**src/fsb_regs.vh**
```
`ifndef FSB_REGS_VH
`define FSB_REGS_VH
`define FSB_ADDR_W 33
`define FSB_REQ_W 5
`define FSB_LO_W 14
`define FSB_A20_IDX 17
`define FSB_SYS_NS 50
`define FSB_BCLK_HALF_NS 200
`define FSB_HALF_CYC (`FSB_BCLK_HALF_NS / `FSB_SYS_NS)
`define FSB_SYNC_W 44
`define FSB_ST_IDLE 2'h0
`define FSB_ST_WAIT 2'h1
`define FSB_ST_PH1 2'h2
`define FSB_ST_PH2 2'h3
`endif

```
**src/fsb_sync2.v**
```verilog
`timescale 1ns/100ps
module fsb_sync2 #(
  parameter W = 1,
  parameter [W-1:0] INIT = {W{1'b1}}
) (
  input wire clk_sys, // System clock
  input wire rst, // Async reset
  input wire [W-1:0] d, // Asynchronous inputs
  output wire [W-1:0] q // Synchronised inputs
);
  genvar i;
  generate
    for (i = 0; i < W; i = i + 1)
    begin : g_bit
      reg meta_q;
      reg sync_q;
      always @(posedge clk_sys or posedge rst)
      begin
        if (rst)
        begin
          meta_q <= INIT[i];
          sync_q <= INIT[i];
        end
        else
        begin
          meta_q <= d[i];
          sync_q <= meta_q;
        end
      end
      assign q[i] = sync_q;
    end
  endgenerate
endmodule // fsb_sync2

```
**src/fsb_req_phase.v**
```verilog
`timescale 1ns/100ps
`include "fsb_regs.vh"
module fsb_req_phase (
  input wire clk_sys, // 20 MHz system clock
  input wire rst, // Async reset, active high
  input wire bclk, // Bus clock from pin
  input wire bus_reset_n, // Bus reset pin
  input wire addr_bit20_mask_n, // Bit-20 mask pin
  input wire [`FSB_ADDR_W-1:0] addr_in_n, // Address lines, pin level
  output reg [`FSB_ADDR_W-1:0] addr_out_n, // Address lines, driven level
  output reg addr_oe, // Address lines drive enable
  input wire [`FSB_REQ_W-1:0] req_code_in_n, // Request code, pin level
  output reg [`FSB_REQ_W-1:0] req_code_out_n, // Request code, driven level
  output reg req_code_oe, // Request code drive enable
  input wire addr_strobe_valid_in_n, // Address strobe valid, pin level
  output reg addr_strobe_valid_out_n, // Address strobe valid, driven level
  output reg addr_strobe_valid_oe, // Address strobe valid drive enable
  input wire [1:0] addr_source_strobe_in_n, // Source strobes, pin level
  output reg [1:0] addr_source_strobe_out_n, // Source strobes, driven level
  output reg addr_source_strobe_oe, // Source strobes drive enable
  input wire tx_req, // Request to issue a transaction
  input wire [`FSB_ADDR_W-1:0] tx_addr, // Physical address bits 35:3
  input wire [`FSB_ADDR_W-1:0] tx_type, // Sub-phase two type information
  input wire [`FSB_REQ_W-1:0] tx_code1, // Request code, sub-phase one
  input wire [`FSB_REQ_W-1:0] tx_code2, // Request code, sub-phase two
  output reg tx_busy, // Transaction in progress
  input wire [`FSB_ADDR_W-1:0] lookup_addr_in, // Address for cache lookup
  output reg [`FSB_ADDR_W-1:0] lookup_addr, // Masked lookup address
  output reg rx_start, // New transaction seen, one pulse
  output reg rx_valid, // Both sub-phases captured, one pulse
  output reg [`FSB_ADDR_W-1:0] rx_addr, // Captured address
  output reg [`FSB_ADDR_W-1:0] rx_type, // Captured type information
  output reg [`FSB_REQ_W-1:0] rx_code1, // Captured request code, phase one
  output reg [`FSB_REQ_W-1:0] rx_code2, // Captured request code, phase two
  output reg [`FSB_ADDR_W-1:0] strap_q // Straps held after bus reset
);
  wire [`FSB_SYNC_W-1:0] sync_in;
  wire [`FSB_SYNC_W-1:0] sync_out;
  wire [`FSB_ADDR_W-1:0] addr_s_n;
  wire [`FSB_REQ_W-1:0] code_s_n;
  wire valid_s_n;
  wire [1:0] stb_s_n;
  wire bclk_s;
  wire bus_reset_s_n;
  wire mask_s_n;
  reg bclk_p_q;
  reg [1:0] stb_p_q;
  reg [1:0] st_q;
  reg [2:0] cnt_q;
  reg [`FSB_ADDR_W-1:0] tx_addr_q;
  reg [`FSB_ADDR_W-1:0] tx_type_q;
  reg [`FSB_REQ_W-1:0] tx_code1_q;
  reg [`FSB_REQ_W-1:0] tx_code2_q;
  reg rx_ph1_q;
  reg [2:0] own_q;
  wire bclk_rise;
  wire [1:0] stb_fall;
  wire [1:0] stb_rise;
  wire half_done;
  wire rx_en;
  localparam [1:0] ST_IDLE = `FSB_ST_IDLE;
  localparam [1:0] ST_WAIT = `FSB_ST_WAIT;
  localparam [1:0] ST_PH1 = `FSB_ST_PH1;
  localparam [1:0] ST_PH2 = `FSB_ST_PH2;

  // Clears bit 20 while the mask is asserted
  function [`FSB_ADDR_W-1:0] mask_a20;
    input [`FSB_ADDR_W-1:0] a;
    input mask_n;
    begin
      mask_a20 = a;
      if (!mask_n)
        mask_a20[`FSB_A20_IDX] = 1'b0;
    end
  endfunction

  assign sync_in = {addr_in_n, req_code_in_n, addr_strobe_valid_in_n, addr_source_strobe_in_n,
                    bclk, bus_reset_n, addr_bit20_mask_n};
  fsb_sync2 #(
    .W(`FSB_SYNC_W),
    .INIT({`FSB_SYNC_W{1'b1}})
  ) u_sync (
    .clk_sys(clk_sys),
    .rst(rst),
    .d(sync_in),
    .q(sync_out)
  );
  assign addr_s_n = sync_out[43:11];
  assign code_s_n = sync_out[10:6];
  assign valid_s_n = sync_out[5];
  assign stb_s_n = sync_out[4:3];
  assign bclk_s = sync_out[2];
  assign bus_reset_s_n = sync_out[1];
  assign mask_s_n = sync_out[0];

  assign bclk_rise = bclk_s & ~bclk_p_q;
  assign stb_fall = stb_p_q & ~stb_s_n;
  assign stb_rise = ~stb_p_q & stb_s_n;
  assign half_done = (cnt_q == (`FSB_HALF_CYC - 1));
  // Own drive still echoes through the synchronisers after release
  assign rx_en = ~tx_busy & ~|own_q;

  always @(posedge clk_sys or posedge rst)
  begin
    if (rst)
    begin
      bclk_p_q <= 1'b1;
      stb_p_q <= 2'h3;
      lookup_addr <= {`FSB_ADDR_W{1'b0}};
      strap_q <= {`FSB_ADDR_W{1'b0}};
    end
    else
    begin
      bclk_p_q <= bclk_s;
      stb_p_q <= stb_s_n;
      lookup_addr <= mask_a20(lookup_addr_in, mask_s_n);
      if (!bus_reset_s_n)
        strap_q <= ~addr_s_n;
    end
  end

  // Transmit: address then type, strobes edge each half
  always @(posedge clk_sys or posedge rst)
  begin
    if (rst)
    begin
      st_q <= ST_IDLE;
      cnt_q <= 3'h0;
      tx_busy <= 1'b0;
      tx_addr_q <= {`FSB_ADDR_W{1'b0}};
      tx_type_q <= {`FSB_ADDR_W{1'b0}};
      tx_code1_q <= {`FSB_REQ_W{1'b0}};
      tx_code2_q <= {`FSB_REQ_W{1'b0}};
      addr_out_n <= {`FSB_ADDR_W{1'b1}};
      addr_oe <= 1'b0;
      req_code_out_n <= {`FSB_REQ_W{1'b1}};
      req_code_oe <= 1'b0;
      addr_strobe_valid_out_n <= 1'b1;
      addr_strobe_valid_oe <= 1'b0;
      addr_source_strobe_out_n <= 2'h3;
      addr_source_strobe_oe <= 1'b0;
    end
    else
    begin
      case (st_q)
        ST_IDLE:
        begin
          if (tx_req && bus_reset_s_n)
          begin
            tx_addr_q <= mask_a20(tx_addr, mask_s_n);
            tx_type_q <= tx_type;
            tx_code1_q <= tx_code1;
            tx_code2_q <= tx_code2;
            tx_busy <= 1'b1;
            st_q <= ST_WAIT;
          end
        end
        ST_WAIT:
        begin
          if (bclk_rise)
          begin
            addr_out_n <= ~tx_addr_q;
            req_code_out_n <= ~tx_code1_q;
            addr_strobe_valid_out_n <= 1'b0;
            addr_source_strobe_out_n <= 2'h3;
            addr_oe <= 1'b1;
            req_code_oe <= 1'b1;
            addr_strobe_valid_oe <= 1'b1;
            addr_source_strobe_oe <= 1'b1;
            cnt_q <= 3'h0;
            st_q <= ST_PH1;
          end
        end
        ST_PH1:
        begin
          cnt_q <= cnt_q + 3'h1;
          if (half_done)
            addr_source_strobe_out_n <= 2'h0;
          if (cnt_q == `FSB_HALF_CYC)
          begin
            addr_out_n <= ~tx_type_q;
            req_code_out_n <= ~tx_code2_q;
            cnt_q <= 3'h0;
            st_q <= ST_PH2;
          end
        end
        default:
        begin
          cnt_q <= cnt_q + 3'h1;
          if (half_done)
            addr_source_strobe_out_n <= 2'h3;
          if (cnt_q == `FSB_HALF_CYC)
          begin
            addr_out_n <= {`FSB_ADDR_W{1'b1}};
            req_code_out_n <= {`FSB_REQ_W{1'b1}};
            addr_strobe_valid_out_n <= 1'b1;
            addr_oe <= 1'b0;
            req_code_oe <= 1'b0;
            addr_strobe_valid_oe <= 1'b0;
            addr_source_strobe_oe <= 1'b0;
            tx_busy <= 1'b0;
            st_q <= ST_IDLE;
          end
        end
      endcase
    end
  end

  // Receive: other agent's request, ignored while driving
  always @(posedge clk_sys or posedge rst)
  begin
    if (rst)
    begin
      rx_start <= 1'b0;
      rx_valid <= 1'b0;
      rx_ph1_q <= 1'b0;
      own_q <= 3'h0;
      rx_addr <= {`FSB_ADDR_W{1'b0}};
      rx_type <= {`FSB_ADDR_W{1'b0}};
      rx_code1 <= {`FSB_REQ_W{1'b0}};
      rx_code2 <= {`FSB_REQ_W{1'b0}};
    end
    else
    begin
      own_q <= {own_q[1:0], addr_oe};
      rx_start <= bclk_rise & ~valid_s_n & rx_en;
      rx_valid <= 1'b0;
      if (rx_en)
      begin
        if (stb_fall[0])
        begin
          rx_addr[`FSB_LO_W-1:0] <= ~addr_s_n[`FSB_LO_W-1:0];
          rx_code1 <= ~code_s_n;
          rx_ph1_q <= 1'b1;
        end
        if (stb_fall[1])
          rx_addr[`FSB_ADDR_W-1:`FSB_LO_W] <= ~addr_s_n[`FSB_ADDR_W-1:`FSB_LO_W];
        if (stb_rise[0])
        begin
          rx_type[`FSB_LO_W-1:0] <= ~addr_s_n[`FSB_LO_W-1:0];
          rx_code2 <= ~code_s_n;
          rx_valid <= rx_ph1_q;
          rx_ph1_q <= 1'b0;
        end
        if (stb_rise[1])
          rx_type[`FSB_ADDR_W-1:`FSB_LO_W] <= ~addr_s_n[`FSB_ADDR_W-1:`FSB_LO_W];
      end
    end
  end
endmodule // fsb_req_phase

```
**config.mk**
```make
export PLATFORM = sky130hd
export DESIGN_NAME = fsb_req_phase
export DESIGN_NICKNAME = d
export VERILOG_FILES = /design/src/fsb_sync2.v /design/src/fsb_req_phase.v
export VERILOG_INCLUDE_DIRS = /design/src
export SDC_FILE = /design/constraint.sdc
export NUM_CORES = 1
export LEC_CHECK = 0
export ABC_AREA = 1
export BUFFER_PORTS_ARGS = -buffer_cell sky130_fd_sc_hd__buf_4
export CAP_MARGIN = 20
export CORE_MARGIN = 1.5
export CORE_UTILIZATION = 47
export CTS_CLUSTER_DIAMETER = 60
export CTS_CLUSTER_SIZE = 14
export DETAILED_ROUTE_END_ITERATION = 10
export PLACE_DENSITY = 0.87
export SLEW_MARGIN = 40
export SYNTH_ARGS = -nofsm -noshare
export SYNTH_HDL_FRONTEND = slang
export SYNTH_SLANG_ARGS = --single-unit
```
**constraint.sdc**
```tcl
create_clock -name clk_sys -period 9.87 [get_ports clk_sys]
set_clock_uncertainty 0.2 [all_clocks]
set_input_delay 0.4935 -clock clk_sys [delete_from_list [all_inputs] [get_ports clk_sys]]
set_output_delay 0.4935 -clock clk_sys [all_outputs]
set_load 0.02 [all_outputs]
```
* After elaboration in Yosys (flattened, before gate mapping) *
Index checks and enable logic that the tools add are counted.

operators by class
  reduce and logical (&&, ||, !) cells = 23
  equal/unequal tests = 8
  multiplexer cells = 34
  add/sub/neg operators = 1
  bitwise logic cells = 22

operators with widths
  cell                                   count
  2-to-1 mux 33 bit                      3
  NOT 33 bit                             3
  case mux 33 bit (3 select lines)       1
  NOT 19 bit                             1
  2-to-1 mux 5 bit                       3
  NOT 5 bit                              3
  case mux 5 bit (3 select lines)        1
  2-to-1 mux 2 bit                       7
  NOT 14 bit                             1
  AND reduction 2 bit                    7
  case mux 2 bit (3 select lines)        2
  AND reduction 4 bit                    3
  2-to-1 mux 1 bit                       11
  case mux 3 bit (3 select lines)        1
  != test 2 bit (second input constant)  4
  nonzero test 2 bit                     4
  2-to-1 mux 3 bit                       2
  NOT 1 bit                              6
  case mux 1 bit (2 select lines)        3
  AND reduction 3 bit                    2
  bitwise AND 1 bit                      4
  bitwise AND 2 bit                      2
  NOT 2 bit                              2
  OR reduction 2 bit                     2
  other kinds (10)                       10

word-level totals
  output and inout port bits = 190
  bits in registers = 363
  input bits = 156
  logic and storage cells = 202

* Longest topological paths before layout *
  depth after elaboration = 4
  depth in mapped cells = 9
  depth with buffers taken out = 8

* Cells and area by module *
From an unflattened synthesis, not the netlist that was laid out.

unflattened totals
  cell total of the unflattened synthesis = 1242
  area, all modules = 13601.8 um2

by module, submodules not included
  module         seq. area each (um2)  instances  area each (um2)  cells each
  fsb_req_phase  6910.4                1          10955.5          1109
  fsb_sync2      2312.2                1          2646.3           133

* Worst setup path before layout *
Ideal clock, no wire load.

  path kind = reg-to-reg
  start = register st_q[0]
  end = register cnt_q[0]
  setup slack = 8.134 ns
  path buffers = 2
  library setup time = 0.126 ns
  clock period less this slack = 1.736 ns
  required time = 9.544 ns
  arrival = 1.410 ns
  cell stages (with the launch flop) = 8
  cells stage by stage = dfrtp_1 -> inv_1 -> ha_1 -> clkbuf_1 -> clkbuf_1 -> nand2_1 -> nand3_1 -> o21ai_0

on the way
  cells in the longest elaborated chain, start to end = 3
  elaborated cells between the ends (all ways) = 7
  those cells by class = 3 x eq/ne; 1 x mux; 1 x bitwise; 2 x reduce/logical

ends and longest elaborated chain
  item                                                         line                 source
  from (decl)                                                  fsb_req_phase.v:48   reg [1:0] st_q;
  from (signal assigned)                                       fsb_req_phase.v:127  st_q <= ST_IDLE;
  from (signal assigned)                                       fsb_req_phase.v:155  st_q <= ST_WAIT;
  from (signal assigned)                                       fsb_req_phase.v:171  st_q <= ST_PH1;
  == test 2 x 1 -> 1 bit or logical NOT 2 bit (tied branches)  fsb_req_phase.v:145  case (st_q)
  != test 2 bit (no source line) or NOT 1 bit (tied branches)  --
  AND reduction 2 bit (no source line)                         --
  to (signal assigned)                                         fsb_req_phase.v:176  cnt_q <= cnt_q + 3'h1;
  to (signal assigned)                                         fsb_req_phase.v:189  cnt_q <= cnt_q + 3'h1;
  to (decl)                                                    fsb_req_phase.v:49   reg [2:0] cnt_q;

Parallel ways exist; a longest one is shown, timed or not.
A chain may end at the register's enable or synchronous reset.

* Worst setup path after layout *
  start = register st_q[0]
  end = register tx_type_q[22]

on the way
  cells in the longest elaborated chain, start to end = 2

ends and longest elaborated chain
  item                                  line                 source
  logical NOT 2 bit                     fsb_req_phase.v:145
  AND reduction 2 bit (no source line)  --
  to (signal assigned)                  fsb_req_phase.v:131  tx_type_q <= {`FSB_ADDR_W{1'b0}};
  to (signal assigned)                  fsb_req_phase.v:151  tx_type_q <= tx_type;
  to (decl)                             fsb_req_phase.v:51   reg [`FSB_ADDR_W-1:0] tx_type_q;

Every way passes these cells.

==> metrics.yaml <==
cp-start-kind: "flip-flop"
cts-root-buf: "clkbuf_16"
cp_slowest_cell: "buf_6"
fmax_mhz: 331
viasPerCell: 5.16
first_iter_violations: 877
drive_above_1_share_pct: 34.7
cts_sinks: 362
r2r_end: "tx_type_q[22]"
hold_path.class: "primary input to flip-flop"
antenna_found_initial: 0
nets: 1846
antenna_cells: 0
syn2layout_area_growth_pct: 41.4
critPathLaunch: "st_q[0]"
grt_util_all_layers_pct: 26.4
fp.dieArea_um2: 29200
clk_latency_ns: 0.53
worst-endpoint-required_ns: 10.11
reg2reg_from: "st_q[0]"
routed.top_layer: "met4"
cp-end-kind: "flip-flop"
ys_warn_count: 0
wirelength_mm: 38.1
netlist.area_leader.share_pct: 43.6
hold_viol: 0
crit_chain: "inv_1 -> ha_1 -> inv_2 -> nor2_4 -> buf_4 -> buf_6 -> nand2_1 -> o21ai_1"
synth_common_cells: "nand2_1, dfrtp_1, dfstp_2"
nFillCells: 1886
grt_pass1_vias: 11127
avgSynthCellArea_um2: 11.1
ys_ff_latch: 362
worst_pin_slew_ns: 0.746
synth.area.top_cells: "dfrtp_1, dfstp_2, nand2_1, nand3_1, o21ai_0"
rr_worst_depth: 8
io_pins: 346
setup_tns_ns: 0
drv_slew: 0
clkSlewWorstSetupHoldPaths_ns: 0.07
wl_met2_mm: 18.8
yosysSeqAreaShare_pct: 69.5
fin_cells: 2083
grt_pass1_wl_mm: 59.9
tritoncts: "built"
irDropWorstVdd_v: 0.000230
drc: 0
syn-num-nets: 1364
critical-path-max-stage-delay_ns: 0.63
p_per_area_nw_per_um2: 306
hold_depth: 3
routedWlPerCell_um: 18.3
timing.final.crit_share_pct: 30.7
async_flop_share_pct: 100
arrival_ns: 3.26
cts_max_path_buffers: 3
r2r_slack_ns: 6.84
ys_types: 26
dr_wl_met3_mm: 3.64
crit_type: "flip-flop to flip-flop"
synth_area_um2: 13300
dp_cells: 1869
initial_core_util_pct: 47.8
postRouteAntennaNets: 0
fin_crit_ns: 3.03
synthFlopType: "dfrtp_1"
synth_edf_count: 0
place.gp.congestion: 0.813
overflow: 0
portBuffers: 345
first_pass_iters: 5
rsz0062_at_grt: "false"
coreArea_um2: 27800
num_vias: 10747
rows: 61
status: "finished clean"
die_y_um: 171
die_w_um: 171
worstSetupEndpoint: "tx_type_q[22]"
crit_path_max_fanout: 84
grt_max_degree: 85
yosysTopAreaCell: "dfrtp_1"
maxSlewHeadroom_pct: 50.2
cts_max_level: 2
p_leak_uw: 0.00885
finalSetupViolations: 0
synth_cells: 1197
cts_buffers: 35
drv_cap: 0
synth_most_common_cell: "nand2_1"
hpwl_mm: 21.2
wl_met1_mm: 13.9
==> critical path: cells and delay by family, from the launching register on <==
family                   cells  cell delay, ns
AND/OR/NAND/NOR              2            0.31
buffers and inverters        4            1.48
AO/OA/AOI/OAI                1            0.16
adder cells (fa/ha/maj)      1            0.30
flip-flops                   1            0.44
==> report_power, final <==
group          internal [uW]  switching, uW
clock network            748            587
logic                    821           1330
registers               2010            254
total                   3580           2170
==> state kept, by name, summed over array words and instances (netlist names), 33 cells and up <==
register / flops
tx_type_q: 33
tx_addr_q: 33
rx_addr: 33
lookup_addr: 33
rx_type: 33
addr_out_n: 33
u_sync.g_bit.meta_q: 44
strap_q: 33
u_sync.g_bit.sync_q: 44
==> timing repair <==
| action | 4_1_cts | 5_1_grt |
|---|---|---|
| setup endpoints to repair | 0 | 0 |
| buffers inserted | 0 | 0 |
| hold buffers | 149 | 0 |
| hold endpoints to repair | 172 | 0 |
| gates resized for setup | 0 | 0 |
==> metal layers <==
metal | vias to the layer above | global-route usage [%]
li1 | 4769 | -
met5 | - | 0
met2 | 621 | 45.5
met4 | 0 | 11.6
met3 | 137 | 6.87
met1 | 5220 | 31.0
==> cell type report <==
class	count	area, um2	area share (%)
clock buffers	53	963	5.14
flip-flops and latches	362	9220	49.2
multi-input cells	672	3270	17.4
inverters	94	357	1.90
well taps	378	473	2.52
repair buffers	514	4300	22.9
clock inverters	10	176	0.941
==> cell usage in the layout, fill, tap and decap left out, types with 4 or more instances in the layout <==
master / instances
ha_1: 10
dlygate4sd3_1: 149
o21ai_2: 34
dfrtp_1: 231
clkbuf_16: 35
nand2_1: 362
o21a_1: 38
nor2_1: 6
buf_4: 359
nand3_1: 82
dfstp_2: 131
nor2_2: 4
o21ai_0: 79
nand2_2: 4
clkinv_8: 4
clkbuf_1: 16
o21ai_1: 41
inv_1: 91
==> metrics by stage <==
step	util [%]	hold slack, ns	setup slack (ns)	total power, uW	area [um2]
6_report	67.5	0.0116	6.84	5750	18800
5_1_grt	67.5	0.00987	6.63	6070	18800
4_1_cts	67.3	0.000142	6.75	5690	18700
3_5_place_dp	57.8	0.147	6.78	4280	16100
3_3_place_gp	57.7	0.145	6.93	4190	16000
2_1_floorplan	-	0.145	4.43	3540	13300
==> cells by family (layout without fill, tap and decap cells) <==
group           count (synthesis)  in the layout  share of synthesized area, %
simple gates                  465            465                          14.2
flops                         362            362                          69.5
buf+inv                       163            671                          6.04
compound gates                196            196                          9.20
fa+ha+maj                      11             11                          1.04
==> worst min-delay path by stage <==
| stage | from | end | slack, ns |
|---|---|---|---|
| 5_1_grt | tx_type[14] | tx_type_q[14] | 0.01 |
| 6_report | tx_type[1] | tx_type_q[1] | 0.01 |
| 3_5_place_dp | u_sync.g_bit[22].meta_q | u_sync.g_bit[22].sync_q | 0.15 |
| 4_1_cts | tx_type[1] | tx_type_q[1] | 0.0001 |
| 3_3_place_gp | u_sync.g_bit[7].meta_q | u_sync.g_bit[7].sync_q | 0.15 |
| 2_1_floorplan | u_sync.g_bit[0].meta_q | u_sync.g_bit[0].sync_q | 0.15 |
(Power assumes the default switching activity.)
